--- src/common/codec_seq_pkg.sv ---
// Constants, register layout and state codes for the codec power and calibration sequencer.
// Assumes an indexed register scheme: one index register and one data window behind it.
package codec_seq_pkg;

  // ==========================================================================
  // Register addresses
  // ==========================================================================
  localparam logic [1:0] ADDR_INDEX = 2'h0;
  localparam logic [1:0] ADDR_DATA = 2'h1;
  localparam logic [4:0] IDX_RATE_PLAY = 5'h08;
  localparam logic [4:0] IDX_IFACE = 5'h09;
  localparam logic [4:0] IDX_STATUS = 5'h0B;
  localparam logic [4:0] IDX_ALT_ONE = 5'h10;
  localparam logic [4:0] IDX_ALT_TWO = 5'h11;
  localparam logic [4:0] IDX_CAPTURE = 5'h1C;

  // ==========================================================================
  // Field positions
  // ==========================================================================
  localparam int GATE_BIT = 6;
  localparam int CLK_SRC_BIT = 0;
  localparam int CLK_DIV_LSB = 1;
  localparam int PLAY_RUN_BIT = 0;
  localparam int CAP_RUN_BIT = 1;
  localparam int CAL_SEL_LSB = 3;
  localparam int CAL_BUSY_BIT = 5;
  localparam int SER_ON_BIT = 1;
  localparam int PLAY_UNLOCK_BIT = 4;
  localparam int CAP_UNLOCK_BIT = 5;
  localparam int SER_LO_BIT = 6;
  localparam int SER_HI_BIT = 7;
  localparam int KEEP_OSC_BIT = 1;

  // ==========================================================================
  // Reset values and fixed bytes
  // ==========================================================================
  localparam logic [7:0] BUSY_BYTE = 8'h80;
  localparam logic [4:0] RST_INDEX = 5'h00;
  localparam logic [7:0] RST_RATE = 8'h00;
  localparam logic [7:0] RST_IFACE = 8'h08;
  localparam logic [7:0] RST_ALT_ONE = 8'h00;
  localparam logic [7:0] RST_ALT_TWO = 8'h00;
  localparam logic [7:0] RST_CAPTURE = 8'h00;

  // ==========================================================================
  // Calibration selections and phase lengths in sample periods
  // ==========================================================================
  localparam logic [1:0] CAL_NONE = 2'h0;
  localparam logic [1:0] CAL_CONVERTER = 2'h1;
  localparam logic [1:0] CAL_DAC_ONLY = 2'h2;
  localparam logic [1:0] CAL_FULL = 2'h3;
  localparam logic [7:0] MIXER_SAMPLES = 8'h20;
  localparam logic [7:0] ADC_SAMPLES = 8'h40;
  localparam logic [7:0] DAC_SAMPLES = 8'h48;
  localparam logic [7:0] FILTER_SAMPLES = 8'h28;
  localparam logic [7:0] NONE_FIRST_SAMPLES = 8'h28;

  typedef enum logic [2:0] {
    ST_POWER_DOWN = 3'b000,
    ST_IDLE = 3'b001,
    ST_CAL_MIXER = 3'b010,
    ST_CAL_ADC = 3'b011,
    ST_CAL_DAC = 3'b100,
    ST_CAL_FILTER = 3'b101,
    ST_CAL_QUIET = 3'b110,
    ST_RESYNC = 3'b111
  } stage_t;

endpackage : codec_seq_pkg

--- src/hdl/codec_power_calibration_sequencer.sv ---
// Power-down, initialization, calibration and clock-change sequencer of the codec.
// Assumes a same-clock bus master on the register port; the pin and oscillator inputs are asynchronous.
//
// Implementation choices: the register addresses and the plain strobed port.
`timescale 1ns/1ps
module codec_power_calibration_sequencer
  import codec_seq_pkg::*;
#(
  parameter int SAMPLE_DIV_BASE = 256,
  parameter int RESYNC_EDGES = 16,
  parameter int OSC_START_EDGES = 64
) (
  input wire logic ref_clk,
  input wire logic reset_n,
  input wire logic [1:0] addr,
  input wire logic [7:0] wdata,
  input wire logic wr,
  input wire logic rd,
  output logic [7:0] rdata,
  input wire logic power_down_pin,
  input wire logic osc_one_in,
  input wire logic osc_two_in,
  input wire logic dma_playback_busy,
  input wire logic dma_capture_busy,
  output logic ext_buffer_enable_n,
  output logic ext_buffer_direction,
  output logic dac_mute,
  output logic mixer_mute,
  output stage_t cal_stage,
  output logic playback_run_active,
  output logic capture_run_active,
  output logic serial_port_on,
  output logic osc_one_enable,
  output logic osc_two_enable
);

  // ==========================================================================
  // Parameter checks
  // ==========================================================================
  if (SAMPLE_DIV_BASE < 2 || SAMPLE_DIV_BASE > 8191) begin : g_bad_div
    $error("SAMPLE_DIV_BASE out of range");
  end
  if (RESYNC_EDGES < 1 || RESYNC_EDGES > 255 || OSC_START_EDGES < 1 || OSC_START_EDGES > 255) begin : g_bad_wait
    $error("Edge wait counts must fit the 8-bit counter");
  end

  // ==========================================================================
  // State
  // ==========================================================================
  typedef struct packed {
    stage_t stage;
    logic init;
    logic cal_after;
    logic osc_pending;
    logic last_none;
    logic [1:0] cal_sel_run;
    logic [7:0] cnt;
    logic [15:0] div_cnt;
    logic [2:0] pd_sync;
    logic [2:0] osc1_sync;
    logic [2:0] osc2_sync;
    logic [4:0] index;
    logic gate;
    logic [7:0] rate;
    logic [7:0] iface;
    logic [7:0] alt_one;
    logic [7:0] alt_two;
    logic [7:0] capture;
    logic play_active;
    logic cap_active;
    logic [7:0] rdata;
    logic buf_en_n;
    logic buf_dir;
    logic dac_mute;
    logic mixer_mute;
    logic osc1_en;
    logic osc2_en;
  } state_t;

  // Power-on starts straight in the full calibration of initialization
  localparam state_t RESET_Q = '{stage: ST_CAL_MIXER, init: 1'b1, cal_sel_run: CAL_FULL,
                                 pd_sync: 3'b111, index: RST_INDEX, rate: RST_RATE, iface: RST_IFACE,
                                 alt_one: RST_ALT_ONE, alt_two: RST_ALT_TWO, capture: RST_CAPTURE,
                                 buf_en_n: 1'b1, buf_dir: 1'b1, dac_mute: 1'b1, mixer_mute: 1'b1,
                                 osc1_en: 1'b1, default: '0};

  state_t q;
  state_t d;
  logic tick;
  logic osc_edge;
  logic busy;
  logic [7:0] read_byte;

  // ==========================================================================
  // Helpers
  // ==========================================================================
  function automatic state_t load_defaults(input state_t s);
    state_t r;
    r = s;
    r.index = RST_INDEX;
    r.gate = 1'b0;
    r.rate = RST_RATE;
    r.iface = RST_IFACE;
    r.alt_one = RST_ALT_ONE;
    r.alt_two = RST_ALT_TWO;
    r.capture = RST_CAPTURE;
    r.osc_pending = 1'b0;
    r.last_none = 1'b0;
    return r;
  endfunction : load_defaults

  function automatic logic [15:0] divisor_of(input logic [2:0] div_sel);
    return 16'(SAMPLE_DIV_BASE * (int'(div_sel) + 1));
  endfunction : divisor_of

  function automatic stage_t start_stage(input logic [1:0] sel, input logic last_none);
    unique case (sel)
      CAL_FULL: return ST_CAL_MIXER;
      CAL_CONVERTER: return ST_CAL_ADC;
      CAL_DAC_ONLY: return ST_CAL_FILTER;
      CAL_NONE: return last_none ? ST_IDLE : ST_CAL_QUIET;
    endcase
  endfunction : start_stage

  function automatic logic [7:0] phase_len(input stage_t s);
    unique case (s)
      ST_CAL_MIXER: return MIXER_SAMPLES;
      ST_CAL_ADC: return ADC_SAMPLES;
      ST_CAL_DAC: return DAC_SAMPLES;
      ST_CAL_FILTER: return FILTER_SAMPLES;
      default: return NONE_FIRST_SAMPLES;
    endcase
  endfunction : phase_len

  function automatic stage_t next_stage(input stage_t s);
    unique case (s)
      ST_CAL_MIXER: return ST_CAL_ADC;
      ST_CAL_ADC: return ST_CAL_DAC;
      default: return ST_IDLE;
    endcase
  endfunction : next_stage

  function automatic logic is_cal(input stage_t s);
    return s inside {ST_CAL_MIXER, ST_CAL_ADC, ST_CAL_DAC, ST_CAL_FILTER, ST_CAL_QUIET};
  endfunction : is_cal

  function automatic logic data_write(input logic [4:0] idx, input logic [4:0] target);
    return wr && !busy && addr == ADDR_DATA && idx == target;
  endfunction : data_write

  // ==========================================================================
  // Read mux
  // ==========================================================================
  always_comb begin
    read_byte = 8'h00;
    if (addr == ADDR_INDEX) begin
      read_byte = {1'b0, q.gate, 1'b0, q.index};
    end else if (addr == ADDR_DATA) begin
      case (q.index)
        IDX_RATE_PLAY: read_byte = q.rate;
        IDX_IFACE: read_byte = q.iface;
        IDX_STATUS: read_byte[CAL_BUSY_BIT] = is_cal(q.stage);
        IDX_ALT_ONE: read_byte = q.alt_one;
        IDX_ALT_TWO: read_byte = q.alt_two;
        IDX_CAPTURE: read_byte = {q.capture[7:4], 4'h0};
        default: read_byte = 8'h00;
      endcase
    end
  end

  // ==========================================================================
  // Next state
  // ==========================================================================
  always_comb begin
    d = q;
    tick = 1'b0;
    d.pd_sync = {q.pd_sync[1:0], power_down_pin};
    d.osc1_sync = {q.osc1_sync[1:0], osc_one_in};
    d.osc2_sync = {q.osc2_sync[1:0], osc_two_in};
    // Sample clock derives from edges of the selected oscillator
    osc_edge = q.rate[CLK_SRC_BIT] ? (q.osc2_sync[1] & ~q.osc2_sync[2]) : (q.osc1_sync[1] & ~q.osc1_sync[2]);
    if (osc_edge) begin
      // >= guards against a divisor that shrank below the running count
      if (q.div_cnt + 16'h0001 >= divisor_of(q.rate[CLK_DIV_LSB +: 3])) begin
        d.div_cnt = 16'h0000;
        tick = 1'b1;
      end else begin
        d.div_cnt = q.div_cnt + 16'h0001;
      end
    end
    busy = q.stage == ST_POWER_DOWN || q.init || q.stage == ST_RESYNC;

    // Sequencer progression
    unique case (q.stage)
      ST_POWER_DOWN, ST_IDLE: begin
      end
      ST_RESYNC: begin
        if (osc_edge) begin
          if (q.cnt + 8'h01 >= (q.cal_after ? 8'(OSC_START_EDGES) : 8'(RESYNC_EDGES))) begin
            d.cnt = 8'h00;
            d.stage = q.cal_after ? start_stage(q.cal_sel_run, q.last_none) : ST_IDLE;
            d.last_none = q.cal_after ? (q.cal_sel_run == CAL_NONE) : q.last_none;
            d.cal_after = 1'b0;
          end else begin
            d.cnt = q.cnt + 8'h01;
          end
        end
      end
      ST_CAL_MIXER, ST_CAL_ADC, ST_CAL_DAC, ST_CAL_FILTER, ST_CAL_QUIET: begin
        if (tick) begin
          if (q.cnt + 8'h01 == phase_len(q.stage)) begin
            d.cnt = 8'h00;
            d.stage = next_stage(q.stage);
            if (next_stage(q.stage) == ST_IDLE && q.init) begin
              d = load_defaults(d);
              d.init = 1'b0;
            end
          end else begin
            d.cnt = q.cnt + 8'h01;
          end
        end
      end
    endcase

    // Host writes, all dropped while busy
    if (wr && !busy && addr == ADDR_INDEX) begin
      d.index = wdata[4:0];
      d.gate = wdata[GATE_BIT];
      if (q.gate && !wdata[GATE_BIT]) begin
        d.cal_sel_run = q.iface[CAL_SEL_LSB +: 2];
        d.osc_pending = 1'b0;
        d.cnt = 8'h00;
        if (q.osc_pending && !q.alt_two[KEEP_OSC_BIT]) begin
          d.stage = ST_RESYNC;
          d.cal_after = 1'b1;
        end else begin
          d.stage = start_stage(q.iface[CAL_SEL_LSB +: 2], q.last_none);
          d.last_none = q.iface[CAL_SEL_LSB +: 2] == CAL_NONE;
        end
      end
    end
    if (data_write(q.index, IDX_RATE_PLAY)) begin
      if (q.gate) begin
        d.rate[3:0] = wdata[3:0];
        if (wdata[3:0] != q.rate[3:0] && !q.alt_two[KEEP_OSC_BIT]) begin
          d.stage = ST_RESYNC;
          d.cnt = 8'h00;
          d.cal_after = 1'b0;
          d.osc_pending = 1'b1;
        end
      end
      if (q.gate || q.alt_one[PLAY_UNLOCK_BIT]) begin
        d.rate[7:4] = wdata[7:4];
      end
    end
    if (data_write(q.index, IDX_IFACE)) begin
      if (q.gate) begin
        d.iface = wdata;
      end else begin
        d.iface[PLAY_RUN_BIT] = wdata[PLAY_RUN_BIT];
        d.iface[CAP_RUN_BIT] = wdata[CAP_RUN_BIT];
      end
    end
    if (data_write(q.index, IDX_ALT_ONE)) begin
      d.alt_one[PLAY_UNLOCK_BIT] = wdata[PLAY_UNLOCK_BIT];
      d.alt_one[CAP_UNLOCK_BIT] = wdata[CAP_UNLOCK_BIT];
      if (q.gate) begin
        d.alt_one[SER_ON_BIT] = wdata[SER_ON_BIT];
        d.alt_one[SER_LO_BIT] = wdata[SER_LO_BIT];
        d.alt_one[SER_HI_BIT] = wdata[SER_HI_BIT];
      end
    end
    if (data_write(q.index, IDX_ALT_TWO)) begin
      d.alt_two[KEEP_OSC_BIT] = wdata[KEEP_OSC_BIT];
    end
    if (data_write(q.index, IDX_CAPTURE) && (q.gate || q.alt_one[CAP_UNLOCK_BIT])) begin
      d.capture[7:4] = wdata[7:4];
    end

    // Power-down pin overrides everything else
    if (!q.pd_sync[1]) begin
      d = load_defaults(d);
      d.stage = ST_POWER_DOWN;
      d.init = 1'b0;
      d.cal_after = 1'b0;
      d.cnt = 8'h00;
    end else if (q.stage == ST_POWER_DOWN && !q.pd_sync[2]) begin
      d = load_defaults(d);
      d.stage = ST_CAL_MIXER;
      d.init = 1'b1;
      d.cal_sel_run = CAL_FULL;
      d.cnt = 8'h00;
    end

    // Run bits only take effect between DMA transfers
    if (!dma_playback_busy) begin
      d.play_active = d.iface[PLAY_RUN_BIT];
    end
    if (!dma_capture_busy) begin
      d.cap_active = d.iface[CAP_RUN_BIT];
    end

    d.rdata = rd ? (busy ? BUSY_BYTE : read_byte) : 8'h00;
    d.buf_en_n = !(rd || wr);
    d.buf_dir = !rd;
    d.dac_mute = d.stage == ST_POWER_DOWN || (is_cal(d.stage) && d.stage != ST_CAL_QUIET);
    d.mixer_mute = d.stage == ST_POWER_DOWN || (d.cal_sel_run == CAL_FULL &&
                   d.stage inside {ST_CAL_MIXER, ST_CAL_ADC, ST_CAL_DAC});
    // Unused oscillator is stopped while KEEP_OSC_BIT is clear, to keep it from coupling into the analog side
    d.osc1_en = d.stage != ST_POWER_DOWN && (d.alt_two[KEEP_OSC_BIT] || !d.rate[CLK_SRC_BIT]);
    d.osc2_en = d.stage != ST_POWER_DOWN && (d.alt_two[KEEP_OSC_BIT] || d.rate[CLK_SRC_BIT]);
  end

  always_ff @(posedge ref_clk) begin
    if (!reset_n) begin
      q <= RESET_Q;
    end else begin
      q <= d;
    end
  end

  assign rdata = q.rdata;
  assign ext_buffer_enable_n = q.buf_en_n;
  assign ext_buffer_direction = q.buf_dir;
  assign dac_mute = q.dac_mute;
  assign mixer_mute = q.mixer_mute;
  assign cal_stage = q.stage;
  assign playback_run_active = q.play_active;
  assign capture_run_active = q.cap_active;
  assign serial_port_on = q.alt_one[SER_ON_BIT];
  assign osc_one_enable = q.osc1_en;
  assign osc_two_enable = q.osc2_en;

  // ==========================================================================
  // Assertions
  // ==========================================================================
  property p_pd_read_busy;
    @(posedge ref_clk) disable iff (!reset_n) (q.stage == ST_POWER_DOWN && rd) |=> rdata == BUSY_BYTE && mixer_mute;
  endproperty
  a_pd_read_busy: assert property (p_pd_read_busy) else $error("Power-down read not 80 hex");

  property p_pd_rise_init;
    @(posedge ref_clk) disable iff (!reset_n)
      (q.stage == ST_POWER_DOWN && q.pd_sync[1] && !q.pd_sync[2]) |=> q.stage == ST_CAL_MIXER && q.init;
  endproperty
  a_pd_rise_init: assert property (p_pd_rise_init) else $error("No initialization after power-down");

  property p_init_write_dropped;
    @(posedge ref_clk) disable iff (!reset_n)
      (q.init && wr && q.stage == ST_CAL_MIXER && q.pd_sync[1]) |=> $stable(q.iface) && $stable(q.index);
  endproperty
  a_init_write_dropped: assert property (p_init_write_dropped) else $error("Write taken during init");

  property p_init_end_defaults;
    @(posedge ref_clk) disable iff (!reset_n)
      $fell(q.init) && q.stage == ST_IDLE |-> q.iface == RST_IFACE && q.rate == RST_RATE && !q.gate;
  endproperty
  a_init_end_defaults: assert property (p_init_end_defaults) else $error("Registers not reset after init");

  property p_rate_gated;
    @(posedge ref_clk) disable iff (!reset_n)
      (data_write(q.index, IDX_RATE_PLAY) && !q.gate && q.pd_sync[1]) |=> $stable(q.rate[3:0]);
  endproperty
  a_rate_gated: assert property (p_rate_gated) else $error("Rate bits changed without gate");

  property p_format_unlock;
    @(posedge ref_clk) disable iff (!reset_n)
      (data_write(q.index, IDX_RATE_PLAY) && q.alt_one[PLAY_UNLOCK_BIT] && q.pd_sync[1])
      |=> q.rate[7:4] == $past(wdata[7:4]);
  endproperty
  a_format_unlock: assert property (p_format_unlock) else $error("Unlocked format not written");

  property p_run_anytime;
    @(posedge ref_clk) disable iff (!reset_n)
      (data_write(q.index, IDX_IFACE) && q.pd_sync[1]) |=> q.iface[PLAY_RUN_BIT] == $past(wdata[PLAY_RUN_BIT]);
  endproperty
  a_run_anytime: assert property (p_run_anytime) else $error("Run bit not written");

  property p_gate_fall_cal;
    @(posedge ref_clk) disable iff (!reset_n)
      (wr && !busy && addr == ADDR_INDEX && q.gate && !wdata[GATE_BIT] && !q.osc_pending && q.pd_sync[1] &&
       q.iface[CAL_SEL_LSB +: 2] == CAL_CONVERTER) |=> q.stage == ST_CAL_ADC && dac_mute && !mixer_mute;
  endproperty
  a_gate_fall_cal: assert property (p_gate_fall_cal) else $error("Calibration did not start");

  property p_resync_busy;
    @(posedge ref_clk) disable iff (!reset_n) (q.stage == ST_RESYNC && rd) |=> rdata == BUSY_BYTE;
  endproperty
  a_resync_busy: assert property (p_resync_busy) else $error("Resync read not 80 hex");

  property p_keep_no_busy;
    @(posedge ref_clk) disable iff (!reset_n)
      (data_write(q.index, IDX_RATE_PLAY) && q.gate && q.alt_two[KEEP_OSC_BIT] && q.stage == ST_IDLE && q.pd_sync[1])
      |=> q.stage == ST_IDLE;
  endproperty
  a_keep_no_busy: assert property (p_keep_no_busy) else $error("Busy period with both oscillators");

  property p_phase_done;
    @(posedge ref_clk) disable iff (!reset_n)
      (q.stage == ST_CAL_DAC && tick && q.cnt == DAC_SAMPLES - 8'h01 && q.pd_sync[1]) |=> q.stage == ST_IDLE;
  endproperty
  a_phase_done: assert property (p_phase_done) else $error("Calibration did not end on count");

  property p_buffer_idle;
    @(posedge ref_clk) disable iff (!reset_n) (!rd && !wr) |=> ext_buffer_enable_n && ext_buffer_direction;
  endproperty
  a_buffer_idle: assert property (p_buffer_idle) else $error("Buffer pins not idle high");

endmodule : codec_power_calibration_sequencer

--- config.mk ---
export PLATFORM = sky130hd
export DESIGN_NAME = codec_power_calibration_sequencer
export DESIGN_NICKNAME = d
export VERILOG_FILES = /design/src/common/codec_seq_pkg.sv /design/src/hdl/codec_power_calibration_sequencer.sv
export SDC_FILE = /design/constraint.sdc
export NUM_CORES = 1
export LEC_CHECK = 0
export BUFFER_PORTS_ARGS = -buffer_cell sky130_fd_sc_hd__clkbuf_2
export CAP_MARGIN = 25
export CELL_PAD_IN_SITES_DETAIL_PLACEMENT = 1
export CELL_PAD_IN_SITES_GLOBAL_PLACEMENT = 1
export CORE_ASPECT_RATIO = 0.6
export CORE_MARGIN = 1
export CORE_UTILIZATION = 49
export DETAILED_ROUTE_END_ITERATION = 12
export GPL_TIMING_DRIVEN = 0
export PLACE_DENSITY_LB_ADDON = 0.08
export SLEW_MARGIN = 20
export SYNTH_ARGS = -nofsm -noshare
export SYNTH_HDL_FRONTEND = slang
export SYNTH_SLANG_ARGS = --single-unit
--- constraint.sdc ---
create_clock -name ref_clk -period 6.6 [get_ports ref_clk]
set_input_delay 1.32 -clock ref_clk [delete_from_list [all_inputs] [get_ports ref_clk]]
set_output_delay 1.32 -clock ref_clk [all_outputs]
set_load 0.02 [all_outputs]
==> out/metrics.cfg, run 1 <==
[logic_synthesis]
synthTopCellsByArea=dfxtp_1 (34%), nand2_1 (5.7%), nand3_1 (4.7%)
avgSynthCellArea_sq_um=7.94
syn_inst=659
synth-seq-cells=90
synthFlopType=dfxtp_1
seq_area_frac_synth_pct=34.4
synth_top_cell_by_area=dfxtp_1
synth.distinct_cells=81
synth_commonest_cells=dfxtp_1 (90), nand2_1 (80), nor2_1 (56), nand3_1 (49), a21oi_1 (44)
synth.most_common_cell=dfxtp_1
syn_area_sq_um=5230
synth-edff-count=0
synth_top_area_share_pct=34.4
synthArstFlopShare_pct=0
yosys_warnings=0
synthesis.nets=687

[critical_path]
path_max_fanout=10
cp-start-kind=flip-flop
worstRegToRegCells=15
crit_end=osc_one_enable
r2r-end=osc_one_enable
crit_required_ns=6.81
timing.rr.start=q[71]
crit_type=flip-flop to flip-flop
crit_path_start=q[71]
regToRegSetupSlack_ns=2.11
cp-end-kind=flip-flop
worstPathArrival_ns=4.70

[clock_tree]
path_clk_slew_ns=0.07
cts_made_buffers=9
clkLatencyLatePin_ns=0.35
ctsResizeCount=0
cts_sinks=90
clock_path_buffers=2
clockRootBuffer=clkbuf_16
cts_hold_buffers=0
cts_tree=yes
post-cts-setup-buffer-count=0
htreeDepth=3

[sta]
maxSlewViolCount=0
timing.fmax_mhz=223
worstMarginPinSlew_ns=0.978
clock_skew_ns=0.00964
slew_headroom_pct=33.1
hold_viol=0
period_minus_slack_ns=4.49
setup-tns-final_ns=0
setup_viol=0
hold-worst-slack_ns=0.427
fin_crit_sh_pct=68.0
rsz0062_at_grt=no
worst_slack_ns=2.11

[global_route]
use_met1_pct=49.0
grt_usage_pct=34.4
antenna_found_initial=0
use_met3_pct=10.1
grt_overflow_total=0
grt_max_degree=18
grt_pass1_vias=5240
met2_usage_pct=50.6
grt_pass1_wl_mm=28.6
grt.busiest_layer=met2

[floorplan]
coreArea_sq_um=10100
row_count=28
die_h_um=82.0
ios=39
start_util_pct=51.7
die_x_um=135
die_area_sq_um=11100

[routing]
vias=5571
drtIter0Drc=514
drc=0
drt_wl_total_mm=18.5
first_pass_iters=5
viasPerCell=6.56
avgRoutedWirePerCell_um=21.7
ant_nets=0

[final_layout]
drive_above_1_share_pct=15.1
area_growth_pct=13.1
fillers=1286
final_cells=849
nNetsFinal=736
postLayoutCoreUtil_pct=58.4

[pwr]
power_frac_comb_pct=4.4
p_clk_share_pct=47.2
intPower_uw=861
p_seq_share_pct=48.4
switchingPower_uw=278
p_per_area_nw_per_um2=192
sw_frac_of_total_pct=24.4
p_leak_uw=0.00217
ir_drop_mv=0.129

[placement]
dpl.hpwl_mm=13.6
dp_slack_ns=2.33
port_buffers=38
dp_cells=832
gp_congestion=0.914

[job]
max_cap_viol_count=0

[run_status]
status=finished, final reports clean

[min_path]
hold_class=flip-flop to flip-flop

==> state kept, by name, indices dropped and copies added, names as in the netlist <==
signal and flops:
q 70, capture_run_active 1, ext_buffer_direction 1, mixer_mute 1, osc_one_enable 1, ext_buffer_enable_n 1, serial_port_on 1, dac_mute 1
osc_two_enable 1, cal_stage 3, playback_run_active 1, rdata 8
==> power by group through the flow <==
stage                     Sequential, uW  Clock [uW]  Combinational, uW
after floorplan                      563           0               23.5
after global placement               563           0               45.8
after detailed placement             563           0               47.5
after CTS                            550         543               48.3
after global routing                 551         563               52.6
final                                551         538               49.9
==> metrics by stage <==
stage,power (uW),area [sq um]
after floorplan,586,5230
after global placement,608,5590
after detailed placement,610,5590
after CTS,1140,5900
after global routing,1170,5910
final,1140,5910
==> worst min-delay path by stage <==
stage | from | to | slack [ns] | depth (start not counted)
2_1_floorplan | q[68] | q[69] | 0.39 | 1
3_3_place_gp | q[68] | q[69] | 0.39 | 1
3_5_place_dp | q[68] | q[69] | 0.41 | 1
4_1_cts | q[68] | q[69] | 0.43 | 1
5_1_grt | q[68] | q[69] | 0.45 | 1
6_report | q[68] | q[69] | 0.43 | 1
==> layout by cell type, fill, tap and decap left out, types with 13 or more instances in the layout <==
master    instances
dfxtp_1          90
nand2_1          80
nor2_1           56
nand3_1          49
a21oi_1          44
clkbuf_2         39
nor3_1           21
a22oi_1          20
clkbuf_1         19
o21ai_0          19
inv_1            17
and2_1           17
nand4_1          16
xnor2_1          16
a31oi_1          15
and3_1           13
==> area by class of cell <==
class / count / area (sq um) / share of cell area (%)
antenna: 1 / 2.50 / 0.0423
buffer: 49 / 278 / 4.70
clock buffer: 9 / 225 / 3.81
clock inverter: 7 / 86.3 / 1.46
inverter: 19 / 71.3 / 1.21
multi-input combinational: 501 / 3090 / 52.2
sequential: 90 / 1800 / 30.5
tap: 135 / 169 / 2.86
timing repair buffer: 38 / 190 / 3.22
==> layer usage <==
metal / up-vias / wire length (um)
met5: - / 0
met4: 0 / 212
met3: 31 / 2020
met2: 318 / 7600
met1: 2745 / 8630
li1: 2477 / -
==> critical path, stage by stage, from the launching register on <==
cell and delay (ns):
dfxtp_1 0.44, ha_1 0.18, buf_2 0.23, nand3_1 0.13
or2_1 0.24, clkbuf_1 0.18, nor2_1 0.19, xor2_1 0.19
ha_1 0.28, o21ai_1 0.12, nand2b_2 0.10, a2111oi_4 0.69
a311oi_2 0.40, o22ai_1 0.39, nor4b_1 0.49, a31oi_1 0.08
==> kinds of logic (layout without fill, tap and decap cells) <==
kind of cell               count (synthesis)  in the layout  share of synthesized area (%)
other                                      0              1                              0
and+or+nand+nor                          299            299                           28.8
buffers and inverters                     68            122                           6.67
adders and majority gates                  9              9                           2.15
xor gates and xnor gates                  29             29                           5.00
AOI/OAI and AO/OA                        161            161                           22.2
muxes                                      3              3                          0.670
DFF                                       90             90                           34.4
Power figures use the tool's default switching activity.
==> run 2, diff against run 1 <==
Settings changed: CORE_UTILIZATION 49 to 41.
Clock period 6.6 ns to 3.7 ns, I/O delays scaled along.
==> out/metrics.cfg, run 2 (synthesis results as in run 1) <==
[clock_tree]
cts_tree=yes
path_clk_slew_ns=0.07  ; about the same
clock_path_buffers=2  ; unchanged
clockRootBuffer=clkbuf_16
htreeDepth=3  ; unchanged
cts_made_buffers=9  ; unchanged
clkLatencyLatePin_ns=0.35  ; about the same
cts_sinks=90  ; unchanged

[global_route]
met2_usage_pct=38.4  ; -12 points
antenna_found_initial=0  ; unchanged
grt_max_degree=19  ; +1
grt.busiest_layer=met1
grt_pass1_wl_mm=28.6  ; about the same
grt_overflow_total=0  ; unchanged
grt_usage_pct=28.5  ; -5.9 points
use_met1_pct=44.0  ; -5.0 points
grt_pass1_vias=5006  ; -4.5%
use_met3_pct=7.19  ; -2.9 points

[routing]
vias=5376  ; -3.5%
viasPerCell=6.09  ; -7.2%
drtIter0Drc=438  ; -15%
avgRoutedWirePerCell_um=20.5  ; -5.9%
ant_nets=0  ; unchanged
first_pass_iters=5  ; unchanged
drc=0  ; unchanged
drt_wl_total_mm=18.1  ; -2.1%

[final_layout]
antennaDiodeCount=0  ; -1
final_cell_mix=dfxtp_1 (87), nand2_1 (80), nor2_1 (55)
nNetsFinal=741  ; +0.68%
top_register=q
drive_above_1_share_pct=18.1  ; +3.0 points
final_cells=883  ; +4.0%
area_growth_pct=16.7
largest_reg_flops=70  ; unchanged
postLayoutCoreUtil_pct=49.8  ; -8.6 points
finalInstanceArea_sq_um=6100  ; +3.2%
layout_commonest_cell=dfxtp_1

[critical_path]
r2r-end=mixer_mute
path_max_fanout=10  ; unchanged
crit_required_ns=3.91  ; -2.90 ns
path_cells=ha_4 > and4_2 > nand2_1 > xnor2_2 > ha_1 > nand4_1 > nor3_2 > a2111oi_4 > and2_1 > buf_6 > o311ai_1 > o32a_1 > a211oi_2 > a221oi_2
crit_type=flip-flop to flip-flop
cp-start-kind=flip-flop
cpPeakStageDelay_ns=0.45  ; -0.24 ns
timing.rr.start=q[88]
worstPathArrival_ns=3.71  ; -0.99 ns
cp-end-kind=flip-flop
worstRegToRegCells=14  ; -1
critPathSlowestCell=dfxtp_2
regToRegSetupSlack_ns=0.20  ; -1.91 ns

[sta]
maxSlewViolCount=0  ; unchanged
clock_skew_ns=0.00991  ; +0.000268 ns
setup-tns-final_ns=0  ; unchanged
timing.fmax_mhz=286  ; +28%
setup_viol=0  ; unchanged
fin_crit_sh_pct=94.7  ; +27 points
period_minus_slack_ns=3.50  ; -0.986 ns
slew_headroom_pct=29.7  ; -3.4 points
worstMarginPinSlew_ns=1.03  ; +0.0496 ns
hold_viol=0  ; unchanged

[min_path]
hold_class=flip-flop to flip-flop
hold_end=q[69]
worstHoldStart=q[68]
whs_path_depth=1  ; unchanged

[pwr]
ir_drop_mv=0.238  ; +85%
p_leak_uw=0.00224  ; +3.6%
p_per_area_nw_per_um2=328  ; +70%

[placement]
dp_cells=862  ; +3.6%
place_area_sq_um=5630  ; +0.76%
gp_congestion=0.869  ; -5.0%
port_buffers=38  ; unchanged
dpl.hpwl_mm=13.8  ; +1.8%

[job]
max_cap_viol_count=0  ; unchanged

[floorplan]
row_count=31  ; +11%
coreArea_sq_um=12300  ; +21%
ios=39  ; unchanged
die_area_sq_um=13200  ; +19%
die_x_um=148  ; +9.2%
die_h_um=89.5  ; +9.1%
start_util_pct=42.7  ; -9.0 points

[run_status]
status=finished, final reports clean

## run 2: worst max-delay path: cells and delay by family (launching register included)
kind	cells	cell delay [ns]
adder cells (fa/ha/maj)	2	0.56
AND/OR/NAND/NOR	5	0.81
XOR/XNOR	1	0.16
AO/OA/AOI/OAI	5	1.27
buffers and inverters	1	0.12
flip-flops	1	0.45
## run 2: how the worst max path moves through the flow
stage,cells after the start,end,from
2_1_floorplan,15,mixer_mute,q[71]
3_3_place_gp,15,osc_one_enable,q[71]
3_5_place_dp,17,q[58],q[71]
4_1_cts,18,q[58],q[71]
5_1_grt,15,mixer_mute,q[71]
6_report,14,mixer_mute,q[88]
## run 2: metal layers
layer	up-vias	wire, um
met4	0	139
met2	200	6930
met5	-	0
met1	2674	9430
met3	13	1580
li1	2489	-
## run 2: layout make-up
class / count / area [sq um]
tap: 165 / 206
sequential: 90 / 1810
clock inverter: 7 / 72.6
timing repair buffer: 45 / 256
inverter: 19 / 71.3
fill: 1510 / 6150
buffer: 47 / 290
multi-input combinational: 501 / 3170
clock buffer: 9 / 225
## run 2: repair_timing
item / CTS / global route
gates resized for setup: 13 / 18
endpoints found under the hold margin: 0 / 0
pin swaps: 2 / 5
hold buffers: 0 / 0
setup endpoints to repair: 61 / 44
setup buffers: 3 / 3
## run 2: through the flow
| stage | hold WS (ns) | setup slack [ns] | power (uW) |
|---|---|---|---|
| after detailed placement | 0.400 | -0.540 | 1090 |
| after global placement | 0.390 | -0.451 | 1090 |
| after floorplan | 0.386 | 0.272 | 1050 |
| after global routing | 0.459 | -0.00183 | 2060 |
| final | 0.415 | 0.198 | 2000 |
| after CTS | 0.417 | 0.0251 | 2010 |
## run 2: report_power, final
part	leakage, uW	total, uW	internal (uW)	switching, uW
registers	0.000730	981	975	5.76
clock network	0.000143	929	476	453
logic	0.00137	89.3	25.4	63.9
==> run 3, diff against run 2 <==
Settings changed: CORE_UTILIZATION 41 to 45.
Clock period 3.7 ns to 3.5 ns, I/O delays scaled along.
==> out/metrics.cfg, run 3 (synthesis results as in run 1) <==
[sta]
slew_headroom_pct=46.8  ; +17 points
setup_viol=0  ; unchanged
clock_skew_ns=0.00896  ; -0.000944 ns
worstMarginPinSlew_ns=0.793  ; -0.235 ns
hold_viol=0  ; unchanged
timing.fmax_mhz=293  ; +2.6%
setup-tns-final_ns=0  ; unchanged
fin_crit_sh_pct=97.5  ; +2.8 points
period_minus_slack_ns=3.41  ; -0.0899 ns
maxSlewViolCount=0  ; unchanged
rsz0062_at_grt=yes
worst_slack_ns=0.0877  ; -0.110 ns

[placement]
gp_congestion=0.892  ; +2.7%
place_area_sq_um=5630  ; -0.11%
dp_cells=858  ; -0.46%
port_buffers=38  ; unchanged
dp_slack_ns=-0.761  ; -0.221 ns
dpl.hpwl_mm=13.5  ; -2.5%

[global_route]
grt_pass1_wl_mm=28.5  ; -0.55%
antenna_found_initial=0  ; unchanged
use_met1_pct=47.9  ; +3.9 points
grt_pass1_vias=5106  ; +2.0%
grt_usage_pct=30.7  ; +2.2 points
grt_overflow_total=0  ; unchanged
grt_max_degree=19  ; unchanged
use_met3_pct=7.15  ; -0.047 points
grt.busiest_layer=met1
met2_usage_pct=42.2  ; +3.8 points

[pwr]
power_frac_comb_pct=4.7  ; +0.2 points
ir_drop_mv=0.243  ; +2.2%
sw_frac_of_total_pct=26.5  ; +0.33 points
p_per_area_nw_per_um2=337  ; +3.0%
switchingPower_uw=563  ; +7.8%
intPower_uw=1560  ; +5.9%
p_leak_uw=0.00234  ; +4.3%
p_seq_share_pct=48.7  ; -0.4 points
p_clk_share_pct=46.6  ; about the same

[job]
max_cap_viol_count=0  ; unchanged

[final_layout]
antennaDiodeCount=0  ; unchanged
fillers=1373  ; -9.1%
drive_above_1_share_pct=21.8  ; +3.7 points
nNetsFinal=753  ; +1.6%
area_growth_pct=20.5
final_cells=890  ; +0.79%
top_register=q
largest_reg_flops=70  ; unchanged
layout_commonest_cell=dfxtp_1
finalInstanceArea_sq_um=6300  ; +3.3%
final_cell_mix=dfxtp_1 (82), nand2_1 (79), nor2_1 (54)

[critical_path]
crit_required_ns=3.71  ; -0.20 ns
cp-end-kind=flip-flop
critical_path.top_delay_family=compound AO/OA/AOI/OAI gates
critPathSlowestCell=o32a_1
worst-path-buf-inv=2  ; +1
path_cells=buf_12 > nand4_1 > nor2_2 > nand2_2 > xnor2_2 > ha_1 > nor2b_2 > o21ai_4 > nand2b_4 > a2111oi_4 > buf_6 > a31oi_4 > o32a_1 > a211oi_2 > a221oi_2
cp-start-kind=flip-flop
cpPeakStageDelay_ns=0.43  ; -0.02 ns
crit_type=flip-flop to flip-flop
worstPathArrival_ns=3.62  ; -0.09 ns
path_max_fanout=6  ; -4

[floorplan]
coreArea_sq_um=11300  ; -7.8%
start_util_pct=46.3  ; +3.6 points
ios=39  ; unchanged
die_x_um=141  ; -4.5%
die_h_um=85.5  ; -4.4%
row_count=30  ; -3.2%
die_area_sq_um=12100  ; -8.7%

[routing]
vias=5495  ; +2.2%
drc=0  ; unchanged
first_pass_iters=5  ; unchanged
drt_wl_total_mm=18.6  ; +3.0%
ant_nets=0  ; unchanged
avgRoutedWirePerCell_um=20.9  ; +2.2%
drtIter0Drc=592  ; +35%
viasPerCell=6.17  ; +1.4%

[run_status]
status=finished, final reports clean

[min_path]
hold_class=flip-flop to flip-flop

[clock_tree]
clkLatencyLatePin_ns=0.35  ; about the same
clockRootBuffer=clkbuf_16
path_clk_slew_ns=0.07  ; about the same
cts_made_buffers=9  ; unchanged
htreeDepth=3  ; unchanged
cts_sinks=90  ; unchanged
clock_path_buffers=2  ; unchanged
cts_tree=yes

-- run 3: cell count changes in the layout (fill, tap and decap cells not counted), moves of 2 or more --
cell | previous run | this run
clkinv_4 | 2 | 0
ha_1 | 8 | 6
dfxtp_2 | 1 | 5
ha_4 | 1 | 3
dfxtp_1 | 87 | 82
o311ai_2 | 0 | 2
o311ai_1 | 2 | 0
buf_4 | 17 | 28
-- run 3: what timing repair did --
item / CTS / global route
hold buffers: 0 / 0
endpoints found under the setup margin: 64 / 56
cloned: 0 / 0
resized for setup: 22 / 33
buffers inserted: 7 / 11
pin swaps: 8 / 12
-- run 3: metrics by stage --
stage                     util [%]  hold WS, ns  total power [uW]
after floorplan                  -        0.386              1110
after global placement        49.7        0.395              1150
after detailed placement      49.8        0.395              1150
after CTS                     53.6        0.412              2130
after global routing          55.8        0.454              2180
final                         55.8        0.429              2130
-- run 3: final timing paths --
path	startpoint	endpoint	slack, ns	cells after the start
max	q[71]	mixer_mute	0.09	15
min	q[68]	q[69]	0.43	1
max reg2reg	q[71]	mixer_mute	0.09	15
min reg2reg	q[68]	q[69]	0.43	1
-- run 3: power by group through the flow --
stage	sequential, uW	combinational, uW	clock (uW)
floorplan	1060	44.4	0
global placement	1060	87.3	0
detailed placement	1060	89.3	0
CTS	1040	90.9	998
global route	1040	106	1040
finish	1040	99.4	992
-- run 3: layout make-up --
class	count	area, sq um	share of cell area (%)
Multi-Input combinational cell	501	3270	51.8
Sequential cell	90	1820	28.9
Timing Repair Buffer	58	364	5.78
Buffer	46	287	4.55
Clock buffer	9	225	3.57
Tap cell	160	200	3.18
Clock inverter	7	71.3	1.13
Inverter	19	71.3	1.13
-- run 3: layer usage --
metal  share of wire (%)  wire length (um)  vias up
li1                    -                 -     2522
met5                   0                 0        -
met1                  50              9360     2727
met4                 1.2               221        0
met2                  41              7560      224
met3                 7.9              1480       22
